==> src/design/pse_cfg.svh <==
// Purpose: offsets, field positions, reset values of the error interrupt block
// Assumes: byte addresses, one 32-bit word per register
// Notes: bit 12 of the address picks the second controller instance
`ifndef PSE_CFG_SVH
`define PSE_CFG_SVH
`define PSE_AW 13
`define PSE_INST_BIT 12
// register offsets inside one instance
`define PSE_OFF_REV 12'h000
`define PSE_OFF_REEVAL 12'h018
`define PSE_OFF_MPEND 12'h040
`define PSE_OFF_MCLR 12'h050
`define PSE_OFF_DPEND 12'h060
`define PSE_OFF_DCLR 12'h068
`define PSE_OFF_EVT_EN 12'h070
`define PSE_OFF_IRQ_STAT 12'h080
`define PSE_OFF_IRQ_MASK 12'h084
// field positions
`define PSE_BIT_REEVAL 0
`define PSE_BIT_M14 14
`define PSE_BIT_M15 15
`define PSE_BIT_D1 1
`define PSE_EN_M14_ALT 0
`define PSE_EN_M14_RST 1
`define PSE_EN_M15_ALT 2
`define PSE_EN_M15_RST 3
`define PSE_EN_D1_ALT 4
`define PSE_ST_INST0 0
`define PSE_ST_INST1 1
// revision word, arbitrary neutral value
`define PSE_REV_VAL 32'hA5C3_0001
// reset values
`define PSE_RST_EN0 5'h00
`define PSE_RST_EN1 32'h0000_0000
`define PSE_RST_MASK 2'h0
`endif

==> src/design/pse_pkg.sv <==
// Purpose: types shared by the error interrupt block and its bench
// Assumes: constants come from pse_cfg.svh
// Notes: structs only, no numbers
`include "pse_cfg.svh"
package pse_pkg;
	// one register bus request
	typedef struct packed {
		logic [`PSE_AW-1:0] addr;
		logic [31:0] wdata;
		logic wr;
		logic rd;
	} pse_bus_req_t;
	// emulation flags of one module
	typedef struct packed {
		logic alter;
		logic reset;
	} pse_mod_flags_t;
	// event pulses of the first instance
	typedef struct packed {
		logic m15_alter;
		logic m15_reset;
		logic m14_alter;
		logic m14_reset;
		logic d1_alter;
	} pse_evt0_t;
endpackage

==> src/design/pse_regs.sv <==
// Purpose: error and emulation pending bits, clears and combined interrupt
// Assumes: single clock mclk, synchronous active-low reset, plain reg port
// Notes: combined interrupt outputs are one-cycle pulses per instance
`timescale 1ns/1ps
`include "pse_cfg.svh"
module pse_regs
	import pse_pkg::*;
(
	// clock and reset
	input wire logic mclk,
	input wire logic rst_n,
	// register port
	input pse_bus_req_t bus_req,
	output logic [31:0] bus_rdata,
	// event pulses, first instance
	input pse_evt0_t evt0,
	// event pulses, second instance, one per module
	input wire logic [31:0] mod_err_evt1,
	// combined interrupt pulses toward the interrupt controller
	output logic combined_power_interrupt0,
	output logic combined_power_interrupt1,
	// summary level interrupt
	output logic irq,
	// emulation flags seen by the module status logic
	output pse_mod_flags_t module15_status,
	output pse_mod_flags_t module14_status,
	output logic domain1_status
);

	// address split into instance select and offset
	logic inst1;
	logic [11:0] off;
	assign inst1 = bus_req.addr[`PSE_INST_BIT];
	assign off = bus_req.addr[11:0];

	// write strobes, one per writable register, and the status read strobe
	logic wr_reeval0, wr_reeval1;
	logic wr_mclr0, wr_mclr1;
	logic wr_dclr0;
	logic wr_en0, wr_en1;
	logic wr_mask;
	logic rd_stat;

	// decode, all strobes single cycle
	always_comb begin
		wr_reeval0 = bus_req.wr && !inst1 && off == `PSE_OFF_REEVAL;
		wr_reeval1 = bus_req.wr && inst1 && off == `PSE_OFF_REEVAL;
		wr_mclr0 = bus_req.wr && !inst1 && off == `PSE_OFF_MCLR;
		wr_mclr1 = bus_req.wr && inst1 && off == `PSE_OFF_MCLR;
		wr_dclr0 = bus_req.wr && !inst1 && off == `PSE_OFF_DCLR;
		wr_en0 = bus_req.wr && !inst1 && off == `PSE_OFF_EVT_EN;
		wr_en1 = bus_req.wr && inst1 && off == `PSE_OFF_EVT_EN;
		wr_mask = bus_req.wr && !inst1 && off == `PSE_OFF_IRQ_MASK;
		rd_stat = bus_req.rd && !inst1 && off == `PSE_OFF_IRQ_STAT;
	end

	// event enables, first instance (5 bits) and second (32 bits)
	logic [4:0] en0_ff;
	logic [31:0] en1_ff;

	// software steers which events may pend
	always_ff @(posedge mclk) begin
		if (!rst_n) begin
			en0_ff <= `PSE_RST_EN0;
			en1_ff <= `PSE_RST_EN1;
		end else begin
			if (wr_en0) begin
				en0_ff <= bus_req.wdata[4:0];
			end
			if (wr_en1) begin
				en1_ff <= bus_req.wdata;
			end
		end
	end

	// gated event set terms, first instance
	logic set_m15_alt, set_m15_rst;
	logic set_m14_alt, set_m14_rst;
	logic set_d1_alt;
	assign set_m15_alt = evt0.m15_alter && en0_ff[`PSE_EN_M15_ALT];
	assign set_m15_rst = evt0.m15_reset && en0_ff[`PSE_EN_M15_RST];
	assign set_m14_alt = evt0.m14_alter && en0_ff[`PSE_EN_M14_ALT];
	assign set_m14_rst = evt0.m14_reset && en0_ff[`PSE_EN_M14_RST];
	assign set_d1_alt = evt0.d1_alter && en0_ff[`PSE_EN_D1_ALT];

	// clear bits from the write data, zeros do nothing
	logic clr_m15, clr_m14, clr_d1;
	assign clr_m15 = wr_mclr0 && bus_req.wdata[`PSE_BIT_M15];
	assign clr_m14 = wr_mclr0 && bus_req.wdata[`PSE_BIT_M14];
	assign clr_d1 = wr_dclr0 && bus_req.wdata[`PSE_BIT_D1];

	// pending and flag state of the first instance
	logic pend_m15_ff, pend_m14_ff, pend_d1_ff;
	pse_mod_flags_t flg15_ff, flg14_ff;
	logic flg_d1_ff;

	// module 15: a set in the clearing cycle survives
	always_ff @(posedge mclk) begin
		if (!rst_n) begin
			pend_m15_ff <= 1'b0;
			flg15_ff <= '0;
		end else begin
			pend_m15_ff <= (pend_m15_ff && !clr_m15) || set_m15_alt || set_m15_rst;
			flg15_ff.alter <= (flg15_ff.alter && !clr_m15) || set_m15_alt;
			flg15_ff.reset <= (flg15_ff.reset && !clr_m15) || set_m15_rst;
		end
	end

	// module 14: same shape as module 15
	always_ff @(posedge mclk) begin
		if (!rst_n) begin
			pend_m14_ff <= 1'b0;
			flg14_ff <= '0;
		end else begin
			pend_m14_ff <= (pend_m14_ff && !clr_m14) || set_m14_alt || set_m14_rst;
			flg14_ff.alter <= (flg14_ff.alter && !clr_m14) || set_m14_alt;
			flg14_ff.reset <= (flg14_ff.reset && !clr_m14) || set_m14_rst;
		end
	end

	// domain 1 pending and its status flag
	always_ff @(posedge mclk) begin
		if (!rst_n) begin
			pend_d1_ff <= 1'b0;
			flg_d1_ff <= 1'b0;
		end else begin
			pend_d1_ff <= (pend_d1_ff && !clr_d1) || set_d1_alt;
			flg_d1_ff <= (flg_d1_ff && !clr_d1) || set_d1_alt;
		end
	end

	// second instance: one pending bit per module
	logic [31:0] pend1_ff;
	logic [31:0] set1;
	genvar gi;
	generate
		for (gi = 0; gi < 32; gi++) begin : g_mod1
			// gated set and per-bit clear, set wins
			assign set1[gi] = mod_err_evt1[gi] && en1_ff[gi];
			always_ff @(posedge mclk) begin
				if (!rst_n) begin
					pend1_ff[gi] <= 1'b0;
				end else begin
					pend1_ff[gi] <= (pend1_ff[gi] && !(wr_mclr1 && bus_req.wdata[gi]))
						|| set1[gi];
				end
			end
		end
	endgenerate

	// assembled pending words, reserved bits forced to zero
	logic [31:0] mpend0, dpend0;
	always_comb begin
		mpend0 = 32'h0000_0000;
		mpend0[`PSE_BIT_M15] = pend_m15_ff;
		mpend0[`PSE_BIT_M14] = pend_m14_ff;
		dpend0 = 32'h0000_0000;
		dpend0[`PSE_BIT_D1] = pend_d1_ff;
	end

	// any pending status left in each instance
	logic any0, any1;
	assign any0 = pend_m15_ff || pend_m14_ff || pend_d1_ff;
	assign any1 = |pend1_ff;

	// combined pulse causes; only bit 0 of re-evaluate acts
	logic reeval0, reeval1;
	logic nxt_comb0, nxt_comb1;
	always_comb begin
		reeval0 = wr_reeval0 && bus_req.wdata[`PSE_BIT_REEVAL];
		reeval1 = wr_reeval1 && bus_req.wdata[`PSE_BIT_REEVAL];
		// fresh event fires at once, no wait for the pending bit
		nxt_comb0 = set_m15_alt || set_m15_rst || set_m14_alt
			|| set_m14_rst || set_d1_alt;
		nxt_comb1 = |set1;
		// re-evaluate looks at the pending bits as they stand now
		if (reeval0 && any0) begin
			nxt_comb0 = 1'b1;
		end
		if (reeval1 && any1) begin
			nxt_comb1 = 1'b1;
		end
	end

	// combined interrupt pulses, registered
	logic comb0_ff, comb1_ff;
	always_ff @(posedge mclk) begin
		if (!rst_n) begin
			comb0_ff <= 1'b0;
			comb1_ff <= 1'b0;
		end else begin
			comb0_ff <= nxt_comb0;
			comb1_ff <= nxt_comb1;
		end
	end

	// sticky summary status, cleared by a read of itself
	logic [1:0] stat_ff, mask_ff;
	logic [1:0] nxt_stat;
	always_comb begin
		nxt_stat = rd_stat ? 2'h0 : stat_ff;
		// an event in the reading cycle is kept for the next read
		nxt_stat[`PSE_ST_INST0] = nxt_stat[`PSE_ST_INST0] || nxt_comb0;
		nxt_stat[`PSE_ST_INST1] = nxt_stat[`PSE_ST_INST1] || nxt_comb1;
	end

	// status and mask registers
	always_ff @(posedge mclk) begin
		if (!rst_n) begin
			stat_ff <= 2'h0;
			mask_ff <= `PSE_RST_MASK;
		end else begin
			stat_ff <= nxt_stat;
			if (wr_mask) begin
				mask_ff <= bus_req.wdata[1:0];
			end
		end
	end

	// level interrupt from the same next values, so no extra lag
	logic irq_ff;
	always_ff @(posedge mclk) begin
		if (!rst_n) begin
			irq_ff <= 1'b0;
		end else begin
			irq_ff <= |(nxt_stat & mask_ff);
		end
	end

	// read mux; write-only and unmapped places give zero
	logic [31:0] rd_val;
	always_comb begin
		rd_val = 32'h0000_0000;
		if (!inst1) begin
			case (off)
				`PSE_OFF_REV: rd_val = `PSE_REV_VAL;
				`PSE_OFF_MPEND: rd_val = mpend0;
				`PSE_OFF_DPEND: rd_val = dpend0;
				`PSE_OFF_EVT_EN: rd_val = {27'h0000000, en0_ff};
				`PSE_OFF_IRQ_STAT: rd_val = {30'h00000000, stat_ff};
				`PSE_OFF_IRQ_MASK: rd_val = {30'h00000000, mask_ff};
				default: rd_val = 32'h0000_0000;
			endcase
		end else begin
			case (off)
				`PSE_OFF_REV: rd_val = `PSE_REV_VAL;
				`PSE_OFF_MPEND: rd_val = pend1_ff;
				`PSE_OFF_EVT_EN: rd_val = en1_ff;
				default: rd_val = 32'h0000_0000;
			endcase
		end
	end

	// read data stand only in the cycle after the strobe
	logic [31:0] rdata_ff;
	always_ff @(posedge mclk) begin
		if (!rst_n) begin
			rdata_ff <= 32'h0000_0000;
		end else begin
			rdata_ff <= bus_req.rd ? rd_val : 32'h0000_0000;
		end
	end

	// outputs straight from flip-flops
	assign bus_rdata = rdata_ff;
	assign combined_power_interrupt0 = comb0_ff;
	assign combined_power_interrupt1 = comb1_ff;
	assign irq = irq_ff;
	assign module15_status = flg15_ff;
	assign module14_status = flg14_ff;
	assign domain1_status = flg_d1_ff;

endmodule

==> config.mk <==
export PLATFORM = sky130hd
export DESIGN_NAME = pse_regs
export DESIGN_NICKNAME = d
export VERILOG_FILES = /design/src/design/pse_pkg.sv /design/src/design/pse_regs.sv
export VERILOG_INCLUDE_DIRS = /design/src /design/src/design
export SDC_FILE = /design/constraint.sdc
export NUM_CORES = 1
export LEC_CHECK = 0
export BUFFER_PORTS_ARGS = -buffer_cell sky130_fd_sc_hd__buf_4
export CAP_MARGIN = 20
export CORE_UTILIZATION = 45
export DETAILED_ROUTE_END_ITERATION = 16
export PLACE_DENSITY = 0.73
export SLEW_MARGIN = 20
export SYNTH_ARGS = -nofsm -noshare
export SYNTH_HDL_FRONTEND = slang
export SYNTH_SLANG_ARGS = --single-unit
==> constraint.sdc <==
create_clock -name mclk -period 1.77 [get_ports mclk]
set_input_delay 0.354 -clock mclk [delete_from_list [all_inputs] [get_ports mclk]]
set_output_delay 0.354 -clock mclk [all_outputs]
set_load 0.02 [all_outputs]
Word-level counts from Yosys, hierarchy flattened
Cells that the tools add are included.
Cells by class
  bitwise operators: 1
  equality and inequality tests: 8
  reductions and logical operators: 219
  multiplexer cells: 6
Operators with widths (number)
  32-bit one-hot mux with 6 select lines: 1
  1-bit logical AND: 128
  32-bit one-hot mux with 3 select lines: 1
  32-bit OR reduction: 2
  12-bit by 7-bit equality test with 1-bit output, second input constant: 5
  1-bit logical OR: 50
  1-bit logical NOT: 36
  32-bit two-way mux: 1
  12-bit by 8-bit equality test with 1-bit output, second input constant: 2
  12-bit by 5-bit equality test with 1-bit output, second input constant: 1
  12-bit logical NOT: 1
  2-bit bitwise AND: 1
  1-bit two-way mux: 2
  2-bit two-way mux: 1
  2-bit AND reduction: 1
  2-bit OR reduction: 1
Storage, ports and cells
  logic and storage cells: 282
  input port bits: 86
  output and inout port bits: 40
  register bits: 116

Longest topological paths before layout
  depth in word-level cells: 9
  gate-level depth with buffers: 8
  gate-level depth less buffers: 6

Worst setup path after synthesis
OpenSTA, ideal clock, no wires.
  path type: input port to flip-flop
  start: input bus_req[39] in the netlist's numbering
  end: register en1_ff[10]
  arrival time: 1.660 ns
  path buffers: 3
  required time: 1.638 ns
  stages on the path: 8
  setup slack: -0.023 ns
  library setup time: 0.132 ns
  cell sequence: clkbuf_1 > and3_1 > nand3_1 > or2_1 > clkbuf_1 > buf_2 > nand2_1 > a21oi_1
Between the ends
  cells in the longest elaborated chain, start to end: 2
RTL lines
  from (decl): RTL line pse_regs.sv:13  | input pse_bus_req_t bus_req,
  12-bit by 7-bit equality test with 1-bit output
  1-bit logical AND (no line)
  to (signal assigned): RTL line pse_regs.sv:65  | en1_ff <= `PSE_RST_EN1;
  to (signal assigned): RTL line pse_regs.sv:71  | en1_ff <= bus_req.wdata;
  to (decl): RTL line pse_regs.sv:59  | logic [31:0] en1_ff;
No other way between the ends.
A chain may end at the register's enable or synchronous reset.

Final worst setup path
  start: register pend1_ff[12]
  end: register irq_ff, in the netlist irq
Between the ends
  cells in the longest elaborated chain, start to end: 6
RTL lines
  from (decl): RTL line pse_regs.sv:133  | logic [31:0] pend1_ff;
  from (signal, indexed assignment): RTL line pse_regs.sv:144  | pend1_ff[gi] <= (pend1_ff[gi] && !(wr_mclr1 && bus_req.wdata[gi]))
  32-bit OR reduction: RTL line pse_regs.sv:164  | assign any1 = |pend1_ff;
  1-bit logical AND: RTL line pse_regs.sv:180  | if (reeval1 && any1) begin
  1-bit two-way mux: RTL line pse_regs.sv:180
  1-bit logical OR: RTL line pse_regs.sv:204  | nxt_stat[`PSE_ST_INST1] = nxt_stat[`PSE_ST_INST1] || nxt_comb1;
  2-bit bitwise AND: RTL line pse_regs.sv:226  | irq_ff <= |(nxt_stat & mask_ff);
  2-bit OR reduction: RTL line pse_regs.sv:226
  to (signal assigned): RTL line pse_regs.sv:226
  to (decl): RTL line pse_regs.sv:221  | logic irq_ff;
No other way between the ends.

==> results.py <==
metrics = {
    "cts": {
        "cts_inserted_buffers": 17,
        "clockRootBuffer": "clkbuf_8",
        "cts_setup_buffers": 0,
        "cts.htree.levels": 4,
        "clockBufferDepth": 2,
        "path_clk_slew_ns": 0.06,
        "ctsHoldBuffers": 0,
        "cts_sinks": 116,
        "clock_latency_ns": 0.52,
        "cts_tree": "done",
    },
    "timing": {
        "slew_violations": 0,
        "relSlewSlack_pct": 56.7,
        "fmax_mhz": 607,
        "layout_setup_ws_ns": 0.123,
        "finalHoldViolCount": 0,
        "worst_pin_slew_ns": 0.644,
        "rsz0062_at_grt": "no",
        "holdWs_ns": 0.0886,
        "finalCritPeriodShare_pct": 93.0,
        "finalSetupViolCount": 0,
        "period_needed_ns": 1.65,
        "skew_ns": 0.0172,
    },
    "worst_setup_path": {
        "crit_path_max_fanout": 3,
        "rr_startpoint": "pend1_ff[12]$_SDFF_PN0_",
        "crit_end": "irq$_SDFF_PN0_",
        "crit_chain": "nor4_1 -> buf_4 -> nand4_1 -> or2_2 -> a41oi_4 -> o211ai_1",
        "max_stage_delay_ns": 0.34,
        "cpMaxStageDelayCell": "dfxtp_1",
        "criticalPathCategory": "flip-flop to flip-flop",
        "startpoint_type": "flip-flop",
        "endpoint_kind": "flip-flop",
        "required_ns": 2.17,
        "rr_worst_depth": 6,
        "reg2reg_setup_slack_ns": 0.12,
        "arrival_ns": 2.05,
        "critPathLaunch": "pend1_ff[12]$_SDFF_PN0_",
        "rr_endpoint": "irq$_SDFF_PN0_",
    },
    "grt": {
        "grt_max_degree": 82,
        "grt_first_pass_wirelength_um": 22500,
        "grt.total_usage_pct": 28.5,
        "first_global_vias": 4643,
        "antenna_found_initial": 0,
        "overflow": 0,
    },
    "logic_synthesis": {
        "synthAdderAreaFrac_pct": 0,
        "ys_seq_area_share_pct": 50.4,
        "ys_ff_latch": 116,
        "synth_top_family_by_area": "simple AND/OR/NAND/NOR gates",
        "yosys_warnings": 0,
        "ys_types": 46,
        "synth_area_um2": 4600,
        "synth_edf_count": 0,
        "syn_area_per_cell_um2": 8.12,
        "synth_flop_cell": "dfxtp_1",
        "synth_xor_area_share_pct": 0,
        "async_flop_share_pct": 0,
        "yosys.area_share.simple_pct": 27.0,
        "synthMuxAreaShare_pct": 2.17,
        "synth_cells": 567,
        "synth_compound_area_share_pct": 17.2,
        "syn-num-nets": 653,
    },
    "placed_design": {
        "port_buffers": 125,
        "placedCellCount": 839,
        "gp_routability_congestion": 0.851,
        "dp_slack_ns": -0.235,
        "hpwlAfterDp_um": 10000,
    },
    "detailed_routing": {
        "dr.pass1.iters": 5,
        "viasPerCell": 5.48,
        "ant_nets": 0,
        "wl_per_cell_um": 16.9,
        "drc_errors": 0,
        "drt_iter0_drc": 305,
        "vias": 4769,
        "wl_um": 14700,
    },
    "flow_run": {
        "cap_violations": 0,
    },
    "floorplanning": {
        "core-area_um2": 9860,
        "fp.dieW_um": 103,
        "io_pins": 126,
        "start_util_pct": 46.7,
        "dieArea_um2": 10600,
        "fp.dieH_um": 103,
        "placementRows": 36,
    },
    "pwr": {
        "power_frac_seq_pct": 40.6,
        "finalPower_mw": 6.43,
        "power_density_nw_per_um2": 968,
        "clkPwrFrac_pct": 54.6,
        "leakage_nw": 2.55,
        "netSwitchingFraction_pct": 20.6,
        "vdd_ir_drop_max_v": 0.000673,
        "p_switching_mw": 1.32,
        "combPwrFrac_pct": 4.7,
        "p_int_mw": 5.11,
    },
    "final_layout": {
        "areaGrowthSynthToFinish_pct": 44.3,
        "layout_commonest_cell": "nand2_1",
        "final_cells": 871,
        "layout_common_cells": "186 x nand2_1, 164 x buf_4, 116 x dfxtp_1, 81 x a21oi_1, 34 x nor2_1",
        "drive_gt1_share_pct": 29.0,
        "antennaDiodeCount": 0,
        "fillers": 787,
        "num-nets-final": 811,
    },
    "outcome": {
        "outcome": "completed",
    },
    "hold_path": {
        "min_path_type": "input port to flip-flop",
    },
}
==> registers in the layout, indices dropped and copies added, names as in the netlist <==
register                   flops
pend1_ff                      32
en0_ff                         5
irq                            1
stat_ff                        2
bus_rdata                     32
module14_status                2
domain1_status                 1
en1_ff                        32
pend_m15_ff                    1
pend_d1_ff                     1
module15_status                2
pend_m14_ff                    1
mask_ff                        2
combined_power_interrupt1      1
combined_power_interrupt0      1
==> cell usage after synthesis, types with 5 or more instances <==
cell        n  area share, %
nand2_1   186             15
dfxtp_1   116             50
a21oi_1    81            8.8
nor2_1     34            2.8
a22oi_1    27            4.4
clkbuf_1   15            1.2
buf_2      13            1.4
nor4_1     12            1.6
nand4_1    11            1.5
mux2i_1    10            2.2
nand3_1     9           0.98
a22o_1      5           0.95
==> what timing repair did <==
| action | 4_1_cts | 5_1_grt |
|---|---|---|
| pin swaps | 0 | 1 |
| resized for setup | 1 | 6 |
| endpoints found under the setup margin | 2 | 4 |
==> worst min-delay path by stage <==
stage | start | to | slack, ns | depth (start not counted)
floorplan | pend_d1_ff$_SDFF_PN0_ | pend_d1_ff$_SDFF_PN0_ | 0.44 | 2
global placement | en1_ff[18]$_SDFFE_PN0P_ | en1_ff[18]$_SDFFE_PN0P_ | 0.45 | 2
detailed placement | module14_status[1]$_SDFF_PN0_ | module14_status[1]$_SDFF_PN0_ | 0.45 | 2
CTS | bus_req[12] | en1_ff[10]$_SDFFE_PN0P_ | 0.08 | 3
global route | bus_req[27] | en1_ff[25]$_SDFFE_PN0P_ | 0.09 | 3
finish | bus_req[12] | en1_ff[10]$_SDFFE_PN0P_ | 0.09 | 3
==> per-stage QoR <==
stage	utilization [%]	area (um2)	setup TNS, ns
floorplan	-	4600	0
global placement	60.6	5980	-15.50
detailed placement	60.6	5980	-18.55
CTS	66.9	6600	0
global route	67.3	6640	0
finish	67.3	6640	0
==> logic make-up after synthesis <==
| group | after synthesis |
|---|---|
| flops | 116 |
| compound gates | 132 |
| mux | 10 |
| simple gates | 277 |
| buf+inv | 32 |
==> metal layers <==
| metal | vias to the layer above | GRT usage, % | part of all wire, % |
|---|---|---|---|
| met4 | 0 | 11.8 | 1.6 |
| met3 | 29 | 6.31 | 7.3 |
| met2 | 217 | 46.1 | 48 |
| met5 | - | 0 | 0 |
| met1 | 2235 | 36.8 | 43 |
| li1 | 2288 | - | - |
==> final cells by class <==
type	count	area, um2	share of cell area (%)
inverter	2	7.51	0.113
sequential	116	2320	35.0
tap	133	166	2.51
multi-input combinational	419	2200	33.1
clock buffer	25	494	7.44
clock inverter	7	119	1.79
timing repair buffer	169	1330	20.0
==> power by group through the flow <==
stage	Combinational (mW)	Sequential (mW)	Clock, mW
6_report	0.303	2.61	3.51
3_5_place_dp	0.299	2.67	0
2_1_floorplan	0.0714	2.67	0
4_1_cts	0.301	2.61	3.52
3_3_place_gp	0.299	2.67	0
5_1_grt	0.321	2.61	3.65
==> worst max-delay path, delay by kind of cell, from the launching register on <==
family                 cells  cell delay (ns)
AND/OR/NAND/NOR            3             0.71
buffers and inverters      1             0.17
flip-flops                 1             0.34
AO/OA/AOI/OAI              2             0.31
No activity file was read; power rests on OpenSTA's default activity.
